[src/rtl/icpg_pkg.sv]
// Constants, field layouts and carrier types of the instruction cache parity guard.
// Assumes one core clock and a plain single-cycle register port from software.
// Behaviour
// - line holds tag, 256 data, 10 parity
// - tag has id, id-disable, address bits
// - two tag parity, eight word parity bits
// - tag parity over alternating tag bits
// - even parity computed and stored on fill
// - fetch read checks stored parity
// - debug read never raises parity error
// - multi-hit on fetch is parity-class error
// - speculative and touch lookups ignore errors
// - error with enable set takes machine check
// - oldest uncommitted address saved on check
// - previous machine state saved on check
// - cause register flags cache parity error
// - check raised before corrupt data commits
// - check immediate, in-flight work flushed
// - tag inject inverts stored tag parity
// - word inject stores odd word parity
// - word 0 inject is configuration MSB
// - inject hits every line filled meanwhile
// - force-miss makes touch refill present line
// - force-miss value has only that bit
// - fetch on duplicate lines raises multi-hit
// - force-miss is big-endian bit 15
package icpg_pkg;
  localparam int ICPG_WORDS = 8;
  localparam int ICPG_WORD_W = 32;
  localparam int ICPG_LINE_W = 256;
  localparam int ICPG_EA_W = 27;
  localparam int ICPG_TID_W = 8;
  localparam int ICPG_TAG_W = ICPG_EA_W + 1 + ICPG_TID_W;
  localparam int ICPG_TPAR_W = 2;
  localparam int ICPG_PAR_W = ICPG_TPAR_W + ICPG_WORDS;
  // Register port and offsets
  localparam int ICPG_ADDR_W = 5;
  localparam logic [4:0] ICPG_OFF_CONFIG = 5'h00;
  localparam logic [4:0] ICPG_OFF_STATE = 5'h04;
  localparam logic [4:0] ICPG_OFF_SAVE_ADDR = 5'h08;
  localparam logic [4:0] ICPG_OFF_SAVE_STATE = 5'h0C;
  localparam logic [4:0] ICPG_OFF_CAUSE = 5'h10;
  // Configuration fields, LSB-0 positions (word 0 inject at the MSB)
  localparam int ICPG_WORD_INJ_MSB = 31;
  localparam int ICPG_TAG_INJ_MSB = 23;
  localparam int ICPG_FORCE_MISS_BIT = 16;
  localparam logic [31:0] ICPG_CONFIG_WMASK = 32'hFFC1_0000;
  localparam logic [31:0] ICPG_CONFIG_RESET = 32'h0000_0000;
  // Machine state and cause fields
  localparam int ICPG_MC_ENABLE_BIT = 12;
  localparam logic [31:0] ICPG_STATE_RESET = 32'h0000_0000;
  localparam int ICPG_CAUSE_PARITY_BIT = 30;
  localparam int ICPG_CAUSE_MULTI_HIT_ERROR_BIT = 29;
  localparam logic [31:0] ICPG_CAUSE_WMASK = 32'h6000_0000;

  typedef enum logic [1:0] {ICPG_LK_FETCH, ICPG_LK_SPEC, ICPG_LK_TOUCH} icpg_lkind_t;

  typedef struct packed {
    logic valid;
    icpg_lkind_t kind;
    logic [ICPG_EA_W-1:0] ea;
    logic [2:0] word;
    logic [ICPG_TID_W-1:0] process_id;
  } icpg_lookup_t;

  typedef struct packed {
    logic valid;
    logic [ICPG_EA_W-1:0] ea;
    logic translation_id_disable;
    logic [ICPG_TID_W-1:0] translation_id;
    logic [ICPG_LINE_W-1:0] data;
  } icpg_fill_t;
endpackage : icpg_pkg

[src/rtl/icpg_guard.sv]
// Instruction cache array with parity protection, multi-hit detection and
// machine check capture, plus the inject and force-miss test controls.
// Assumes fetch unit, fill path and register port all run on clk.
//
// Added by the designer: the register addresses and the plain strobed port.
`timescale 1ns/100ps
module icpg_guard import icpg_pkg::*; #(
  parameter int WAYS = 4
) (
  // Clock and reset
  input wire logic clk,
  input wire logic reset,
  // Register port
  input wire logic [ICPG_ADDR_W-1:0] reg_addr,
  input wire logic [31:0] reg_wdata,
  input wire logic reg_wr,
  input wire logic reg_rd,
  output logic [31:0] reg_rdata,
  // Context synchronisation pulse from the core
  input wire logic ctx_sync,
  // Lookups and fetch answer
  input wire icpg_lookup_t lookup,
  output logic fetch_valid,
  output logic [ICPG_WORD_W-1:0] fetch_data,
  // Line fill request and returning fill
  output logic fill_req,
  output logic [ICPG_EA_W-1:0] fill_req_ea,
  input wire icpg_fill_t fill,
  // Debug read of array contents
  input wire logic dbg_rd,
  input wire logic [$clog2(WAYS)-1:0] dbg_way,
  input wire logic [2:0] dbg_word,
  output logic dbg_valid,
  output logic [ICPG_TAG_W-1:0] dbg_tag,
  output logic [ICPG_WORD_W-1:0] dbg_data,
  output logic [ICPG_PAR_W-1:0] dbg_parity,
  // Machine check
  input wire logic [31:0] oldest_uncommitted_addr,
  output logic mcheck_take,
  output logic pipe_flush
);
  localparam int WAY_W = $clog2(WAYS);

  // Parity over every other tag bit, starting at bit sel
  function automatic logic tag_par(input logic [ICPG_TAG_W-1:0] t, input int sel);
    logic p;
    p = 1'b0;
    for (int i = sel; i < ICPG_TAG_W; i += 2) begin
      p = p ^ t[i];
    end
    return p;
  endfunction : tag_par

  // Array storage
  logic [ICPG_TAG_W-1:0] tag_q [WAYS];
  logic [ICPG_LINE_W-1:0] data_q [WAYS];
  logic [ICPG_PAR_W-1:0] par_q [WAYS];
  logic [WAYS-1:0] vld_q;
  logic [WAY_W-1:0] victim_q;

  // Software state
  logic [31:0] config_q;
  logic [31:0] config_ctx_q;
  logic [31:0] state_q;
  logic [31:0] save_addr_q;
  logic [31:0] save_state_q;
  logic [31:0] cause_q;
  logic [31:0] rdata_q;

  // Output flops
  logic fetch_valid_q;
  logic [ICPG_WORD_W-1:0] fetch_data_q;
  logic fill_req_q;
  logic [ICPG_EA_W-1:0] fill_req_ea_q;
  logic dbg_valid_q;
  logic [ICPG_TAG_W-1:0] dbg_tag_q;
  logic [ICPG_WORD_W-1:0] dbg_data_q;
  logic [ICPG_PAR_W-1:0] dbg_parity_q;
  logic mcheck_take_q;
  logic pipe_flush_q;

  // Active controls as seen by the cache after synchronisation
  logic [ICPG_WORDS-1:0] word_inj;
  logic [ICPG_TPAR_W-1:0] tag_inj;
  logic force_miss;
  logic [ICPG_WORDS-1:0] word_inj_rev;
  logic [ICPG_TPAR_W-1:0] tag_inj_rev;

  assign word_inj_rev = config_ctx_q[ICPG_WORD_INJ_MSB -: ICPG_WORDS];
  assign tag_inj_rev = config_ctx_q[ICPG_TAG_INJ_MSB -: ICPG_TPAR_W];
  assign force_miss = config_ctx_q[ICPG_FORCE_MISS_BIT];

  // Big-endian bit k of the field controls word or tag parity bit k
  always_comb begin
    for (int k = 0; k < ICPG_WORDS; k++) begin
      word_inj[k] = word_inj_rev[ICPG_WORDS-1-k];
    end
    for (int k = 0; k < ICPG_TPAR_W; k++) begin
      tag_inj[k] = tag_inj_rev[ICPG_TPAR_W-1-k];
    end
  end

  // Tag match and per-line parity check, one copy per way
  logic [WAYS-1:0] hit_vec;
  logic [WAYS-1:0] bad_vec;
  genvar gw;
  generate
    for (gw = 0; gw < WAYS; gw++) begin : g_way
      logic [ICPG_EA_W-1:0] t_ea;
      logic t_dis;
      logic [ICPG_TID_W-1:0] t_id;
      logic [ICPG_PAR_W-1:0] recomputed;
      assign {t_ea, t_dis, t_id} = tag_q[gw];
      assign hit_vec[gw] = vld_q[gw] && (t_ea == lookup.ea)
                           && (t_dis || (t_id == lookup.process_id));
      // Recompute even parity and compare with what was stored
      always_comb begin
        for (int s = 0; s < ICPG_TPAR_W; s++) begin
          recomputed[s] = tag_par(tag_q[gw], s);
        end
        for (int w = 0; w < ICPG_WORDS; w++) begin
          recomputed[ICPG_TPAR_W + w] = ^data_q[gw][w*ICPG_WORD_W +: ICPG_WORD_W];
        end
      end
      assign bad_vec[gw] = |(recomputed ^ par_q[gw]);
    end
  endgenerate

  // Hit selection, multi-hit detection
  logic any_hit;
  logic multi_hit_error;
  logic line_bad;
  logic [WAY_W-1:0] hit_way;
  always_comb begin
    int cnt;
    cnt = 0;
    hit_way = '0;
    line_bad = 1'b0;
    for (int w = WAYS - 1; w >= 0; w--) begin
      if (hit_vec[w]) begin
        cnt = cnt + 1;
        hit_way = WAY_W'(w);
      end
    end
    for (int w = 0; w < WAYS; w++) begin
      if (hit_vec[w] && bad_vec[w]) begin
        line_bad = 1'b1;
      end
    end
    any_hit = (cnt != 0);
    multi_hit_error = (cnt > 1);
  end

  // Classification of the current lookup
  logic is_fetch;
  logic fetch_err;
  logic take_check;
  logic want_fill;
  assign is_fetch = lookup.valid && (lookup.kind == ICPG_LK_FETCH);
  // Only real fetches check; speculative and touch lookups see a plain hit
  assign fetch_err = is_fetch && any_hit && (line_bad || multi_hit_error);
  assign take_check = fetch_err && state_q[ICPG_MC_ENABLE_BIT];
  assign want_fill = lookup.valid && (!any_hit
                     || (lookup.kind == ICPG_LK_TOUCH && force_miss));

  // Parity to store for an arriving fill
  logic [ICPG_TAG_W-1:0] fill_tag;
  logic [ICPG_PAR_W-1:0] fill_par;
  assign fill_tag = {fill.ea, fill.translation_id_disable, fill.translation_id};
  always_comb begin
    for (int s = 0; s < ICPG_TPAR_W; s++) begin
      fill_par[s] = tag_par(fill_tag, s) ^ tag_inj[s];
    end
    for (int w = 0; w < ICPG_WORDS; w++) begin
      fill_par[ICPG_TPAR_W + w] = ^fill.data[w*ICPG_WORD_W +: ICPG_WORD_W]
                                  ^ word_inj[w];
    end
  end

  // Line fill into the victim way; every fill sees the inject bits
  always_ff @(posedge clk) begin
    if (reset) begin
      vld_q <= '0;
      victim_q <= '0;
    end else if (fill.valid) begin
      tag_q[victim_q] <= fill_tag;
      data_q[victim_q] <= fill.data;
      par_q[victim_q] <= fill_par;
      vld_q[victim_q] <= 1'b1;
      victim_q <= victim_q + WAY_W'(1);
    end
  end

  // Configuration register and its synchronised copy
  always_ff @(posedge clk) begin
    if (reset) begin
      config_q <= ICPG_CONFIG_RESET;
      config_ctx_q <= ICPG_CONFIG_RESET;
    end else begin
      if (reg_wr && reg_addr == ICPG_OFF_CONFIG) begin
        config_q <= reg_wdata & ICPG_CONFIG_WMASK;
      end
      if (ctx_sync) begin
        config_ctx_q <= config_q;
      end
    end
  end

  // Machine state and save registers
  always_ff @(posedge clk) begin
    if (reset) begin
      state_q <= ICPG_STATE_RESET;
      save_addr_q <= '0;
      save_state_q <= '0;
    end else if (take_check) begin
      save_addr_q <= oldest_uncommitted_addr;
      save_state_q <= state_q;
      state_q[ICPG_MC_ENABLE_BIT] <= 1'b0;
    end else begin
      if (reg_wr && reg_addr == ICPG_OFF_STATE) begin
        state_q <= reg_wdata;
      end
      if (reg_wr && reg_addr == ICPG_OFF_SAVE_ADDR) begin
        save_addr_q <= reg_wdata;
      end
      if (reg_wr && reg_addr == ICPG_OFF_SAVE_STATE) begin
        save_state_q <= reg_wdata;
      end
    end
  end

  // Cause register: write one to clear, a new event wins
  always_ff @(posedge clk) begin
    if (reset) begin
      cause_q <= '0;
    end else begin
      if (reg_wr && reg_addr == ICPG_OFF_CAUSE) begin
        cause_q <= cause_q & ~(reg_wdata & ICPG_CAUSE_WMASK);
      end
      if (take_check) begin
        cause_q[ICPG_CAUSE_PARITY_BIT] <= 1'b1;
        // Only a real multi-hit sets this bit, so a clear in the same cycle still lands
        if (multi_hit_error) begin
          cause_q[ICPG_CAUSE_MULTI_HIT_ERROR_BIT] <= 1'b1;
        end
      end
    end
  end

  // Register read, data one cycle after the strobe
  always_ff @(posedge clk) begin
    if (reset) begin
      rdata_q <= '0;
    end else if (reg_rd) begin
      case (reg_addr)
        ICPG_OFF_CONFIG: rdata_q <= config_q;
        ICPG_OFF_STATE: rdata_q <= state_q;
        ICPG_OFF_SAVE_ADDR: rdata_q <= save_addr_q;
        ICPG_OFF_SAVE_STATE: rdata_q <= save_state_q;
        ICPG_OFF_CAUSE: rdata_q <= cause_q;
        default: rdata_q <= '0;
      endcase
    end else begin
      rdata_q <= '0;
    end
  end

  // Fetch answer: data withheld when a check is taken
  always_ff @(posedge clk) begin
    if (reset) begin
      fetch_valid_q <= 1'b0;
      fetch_data_q <= '0;
    end else begin
      fetch_valid_q <= is_fetch && any_hit && !take_check;
      fetch_data_q <= data_q[hit_way][lookup.word*ICPG_WORD_W +: ICPG_WORD_W];
    end
  end

  // Machine check and flush pulses, registered and raised one cycle after the detecting cycle
  always_ff @(posedge clk) begin
    if (reset) begin
      mcheck_take_q <= 1'b0;
      pipe_flush_q <= 1'b0;
    end else begin
      mcheck_take_q <= take_check;
      pipe_flush_q <= take_check;
    end
  end

  // Fill requests for misses and forced touch misses
  always_ff @(posedge clk) begin
    if (reset) begin
      fill_req_q <= 1'b0;
      fill_req_ea_q <= '0;
    end else begin
      fill_req_q <= want_fill;
      if (want_fill) begin
        fill_req_ea_q <= lookup.ea;
      end
    end
  end

  // Debug read returns raw contents and never flags an error
  always_ff @(posedge clk) begin
    if (reset) begin
      dbg_valid_q <= 1'b0;
      dbg_tag_q <= '0;
      dbg_data_q <= '0;
      dbg_parity_q <= '0;
    end else begin
      dbg_valid_q <= dbg_rd;
      if (dbg_rd) begin
        dbg_tag_q <= tag_q[dbg_way];
        dbg_data_q <= data_q[dbg_way][dbg_word*ICPG_WORD_W +: ICPG_WORD_W];
        dbg_parity_q <= par_q[dbg_way];
      end
    end
  end

  // Outputs straight from flops
  assign reg_rdata = rdata_q;
  assign fetch_valid = fetch_valid_q;
  assign fetch_data = fetch_data_q;
  assign fill_req = fill_req_q;
  assign fill_req_ea = fill_req_ea_q;
  assign dbg_valid = dbg_valid_q;
  assign dbg_tag = dbg_tag_q;
  assign dbg_data = dbg_data_q;
  assign dbg_parity = dbg_parity_q;
  assign mcheck_take = mcheck_take_q;
  assign pipe_flush = pipe_flush_q;
endmodule : icpg_guard

[config.mk]
export PLATFORM = sky130hd
export DESIGN_NAME = icpg_guard
export DESIGN_NICKNAME = d
export VERILOG_FILES = /design/src/rtl/icpg_pkg.sv /design/src/rtl/icpg_guard.sv
export SDC_FILE = /design/constraint.sdc
export NUM_CORES = 2
export LEC_CHECK = 0
export BUFFER_PORTS_ARGS = -buffer_cell sky130_fd_sc_hd__buf_2
export CAP_MARGIN = 20
export CORE_ASPECT_RATIO = 1.75
export CORE_MARGIN = 8
export CORE_UTILIZATION = 63
export CTS_BUF_LIST = sky130_fd_sc_hd__clkbuf_8
export DETAILED_ROUTE_END_ITERATION = 10
export GPL_TIMING_DRIVEN = 0
export HOLD_SLACK_MARGIN = 0.06
export PLACE_DENSITY_LB_ADDON = 0.05
export SYNTH_ARGS = -nofsm -noshare
export SYNTH_HDL_FRONTEND = slang
export SYNTH_SLANG_ARGS = --single-unit
export TNS_END_PERCENT = 100
[constraint.sdc]
create_clock -name clk -period 9.4 [get_ports clk]
set_clock_uncertainty 0.15 [all_clocks]
set_input_delay 0.47 -clock clk [delete_from_list [all_inputs] [get_ports clk]]
set_output_delay 0.47 -clock clk [all_outputs]
set_load 0.03 [all_outputs]
==> flow_summary.yaml <==
synthesis:
  avgSynthCellArea_um2: 14.9
  synth_ff_type: "edfxtp_1"
  ys_ff_latch: 1507
  ys_seq_area_share_pct: 52.2
  syn_nets: 5862
  yosysWarnings: 0
  synth_cell_types: 53
  ys_async_sr_fraction_pct: 0
  yosysTopAreaCell: "edfxtp_1"
  synth-edff-count: 1208
  synth_top_cells_by_area: "edfxtp_1 45%, xnor2_1 15%, mux4_2 14%, mux2i_1 8.0%, dfxtp_1 7.4%"
  yosys.area.top_type_share_pct: 44.8
  synth_area_um2: 81000
  syn_inst: 5440
layout:
  drive_gt1_share_pct: 22.6
  final_cell_mix: "1346 x xnor2_1, 1208 x edfxtp_1, 650 x mux2i_1, 641 x buf_2, 494 x mux4_2"
  fin_cells: 8595
  finalNetCount: 7097
  n_fill_cell: 8181
  layout_commonest_cell: "xnor2_1"
  finalInstanceArea_um2: 95700
  area_growth_pct: 18.1
placement:
  port_buffers: 549
  place_ws_ps: 3420
  placed_area_um2: 86800
  placed_cells: 7702
  gp_congestion: 1.04
  hpwl_um: 245000
grt:
  antenna_found_initial: 66
  grt_pass1_vias: 58400
  grt_max_degree: 53
  grt.total_usage_pct: 45.3
  grt_pass1_wl_um: 443000
  gr-total-overflow: 0
critical_path:
  crit_top_cell: "buf_2"
  worst_r2r_path_depth: 13
  rr_startpoint: "tag_q[0][33]$_DFFE_PP_"
  crit_required_ps: 10170
  critPathMaxFanout: 10
  crit_cells: 13
  crit_path_end_kind: "register"
  crit_chain: "xnor2_1, nand4_1, nor4_1, o211ai_1, o21ai_0, buf_2, buf_2, buf_2, mux2i_1, mux4_2, a22oi_1, and3_1, dlygate4sd3_1"
  crit_path_start: "tag_q[0][33]$_DFFE_PP_"
  crit_buf_inv: 4
  worst_ep_arrival_time_ps: 7290
  cpLargestDelayFamily: "buffers and inverters"
  crit_type: "register to register"
  max_stage_delay_ps: 1010
  cpMaxStageDelayCell: "nor4_1"
  start_kind: "register"
clock_tree:
  clk_pin_slew_ps: 80
  cts.path.max_buffers: 3
  cts_tree: "done"
  cts_max_level: 4
  numCtsBuffers: 215
  postCtsSetupBuffers: 0
  cts_sinks: 1507
  clockRootBuffer: "clkbuf_8"
  clock_latency_ps: 1020
drt:
  ant_nets: 0
  initialDrtViolationCount: 7540
  dr.pass1.iters: 8
  wl_per_cell_um: 37.7
  vias: 57800
  vias_per_cell: 6.73
  drc: 0
  wirelength_um: 324000
die:
  coreArea_um2: 128000
  start_util_pct: 63.3
  dieArea_um2: 141000
  rows: 174
  pin_count: 588
  die_h_um: 490
  fp.dieW_um: 287
min_path:
  min_path_cells: 2
  hp-start: "fill[20]"
  min_path_type: "input port to register"
power_and_ir_drop:
  swShare_pct: 29.5
  combPwrFrac_pct: 19.8
  p_seq_share_pct: 47.1
  power.switching_mw: 4.82
  p_clk_share_pct: 33.2
  ir_drop_mv: 0.189
  p_int_mw: 11.5
  power_mw: 16.3
  power_density_nw_per_um2: 171
  leakage_nw: 35.8
sta:
  clock.fmax_ghz: 0.153
  tightest_slew_ps: 1200
  finalHoldViolations: 0
  drv_slew: 0
  fin_crit_ps: 6520
  max-slew-margin-rel_pct: 19.9
  finalSetupTns_ps: 0
  fin_crit_sh_pct: 69.4
  finalSetupViolCount: 0
  rsz0062_at_grt: "false"
  postLayoutSetupSlackWorst_ps: 2880
outcome:
  outcome: "finished, final reports clean"
job:
  cap_violations: 0
## what timing repair did
| item | in CTS | in global routing |
|---|---|---|
| gates resized for setup | 0 | 0 |
| hold buffers | 419 | 1 |
| setup endpoints to repair | 0 | 0 |
| hold endpoints to repair | 1391 | 1 |
## through the flow
stage / utilization, % / hold slack (ps)
finish: 74.8 / 79.2
global route: 74.7 / 70.4
CTS: 74.5 / 60.7
detailed placement: 67.8 / 292
global placement: 67.1 / 282
floorplan: - / 276
## synthesized netlist by cell type, types with 32 or more instances
cell / count
a211oi_1: 76
a22oi_1: 86
a311oi_1: 44
and3_1: 33
buf_1: 37
buf_2: 87
clkbuf_1: 207
dfxtp_1: 299
edfxtp_1: 1208
mux2i_1: 650
mux4_2: 494
nand2_1: 88
nand3_1: 109
nand4_1: 32
nor2_1: 149
nor3b_1: 33
xnor2_1: 1348
xnor3_1: 32
xor2_1: 191
## cell families after synthesis
logic type,after synthesis,synth area share [%]
adder cells (fa/ha/maj),8,0.124
flip-flops,1507,52.2
AO/OA/AOI/OAI,346,3.34
multiplexers,1167,22.1
buffers and inverters,352,1.84
XOR/XNOR,1572,17.5
AND/OR/NAND/NOR,488,2.92
## flip-flops by register name, indices dropped and copies added, names as in the netlist
signal	cells
cause_q	2
par_q	40
data_q	1024
vld_q	4
save_addr_q	32
pipe_flush	1
victim_q	2
state_q	32
config_q	11
save_state_q	32
fetch_data	32
dbg_parity	10
fetch_valid	1
tag_q	144
dbg_tag	36
fill_req	1
reg_rdata	32
dbg_data	32
fill_req_ea	27
config_ctx_q	11
dbg_valid	1
## worst paths after layout
kind	end	slack [ps]
max	fetch_data[31]$_SDFF_PP0_	2880
min reg2reg	vld_q[0]$_SDFFE_PP0P_	310
max reg2reg	fetch_data[31]$_SDFF_PP0_	2880
min	data_q[0][20]$_DFFE_PP_	80
## power groups by stage
stage	Clock, mW	Combinational, mW	Sequential [mW]
detailed placement	0	2.94	7.81
CTS	5.38	3.10	7.67
finish	5.42	3.23	7.68
floorplan	0	1.63	7.91
global route	5.65	3.27	7.69
global placement	0	2.86	7.90
## final cells by class
type | instances | area (um^2) | area share, %
buffer | 345 | 1480 | 1.55
clock inverter | 156 | 1060 | 1.11
clock buffer | 241 | 3320 | 3.47
tap | 1672 | 2090 | 2.19
antenna | 68 | 170 | 0.178
multi-input combinational | 3581 | 37300 | 39.0
sequential | 1507 | 42300 | 44.2
timing repair buffer | 1018 | 8010 | 8.36
inverter | 7 | 26.3 | 0.0275
## per-layer routing
metal / vias up / wire (um) / global-route usage [%]
met5: - / 155 / 0.486
met4: 22 / 42000 / 46.6
met3: 1098 / 33900 / 10.7
met2: 4367 / 147000 / 68.9
met1: 29000 / 100000 / 50.6
li1: 23300 / - / -
## worst register-to-register path: stages (launching register included)
cell,delay [ps]
edfxtp_1,460
xnor2_1,420
nand4_1,190
nor4_1,1010
o211ai_1,650
o21ai_0,300
buf_2,410
buf_2,570
buf_2,490
mux2i_1,230
mux4_2,610
a22oi_1,180
and3_1,190
dlygate4sd3_1,580
No activity file was read; power rests on OpenSTA's default activity.
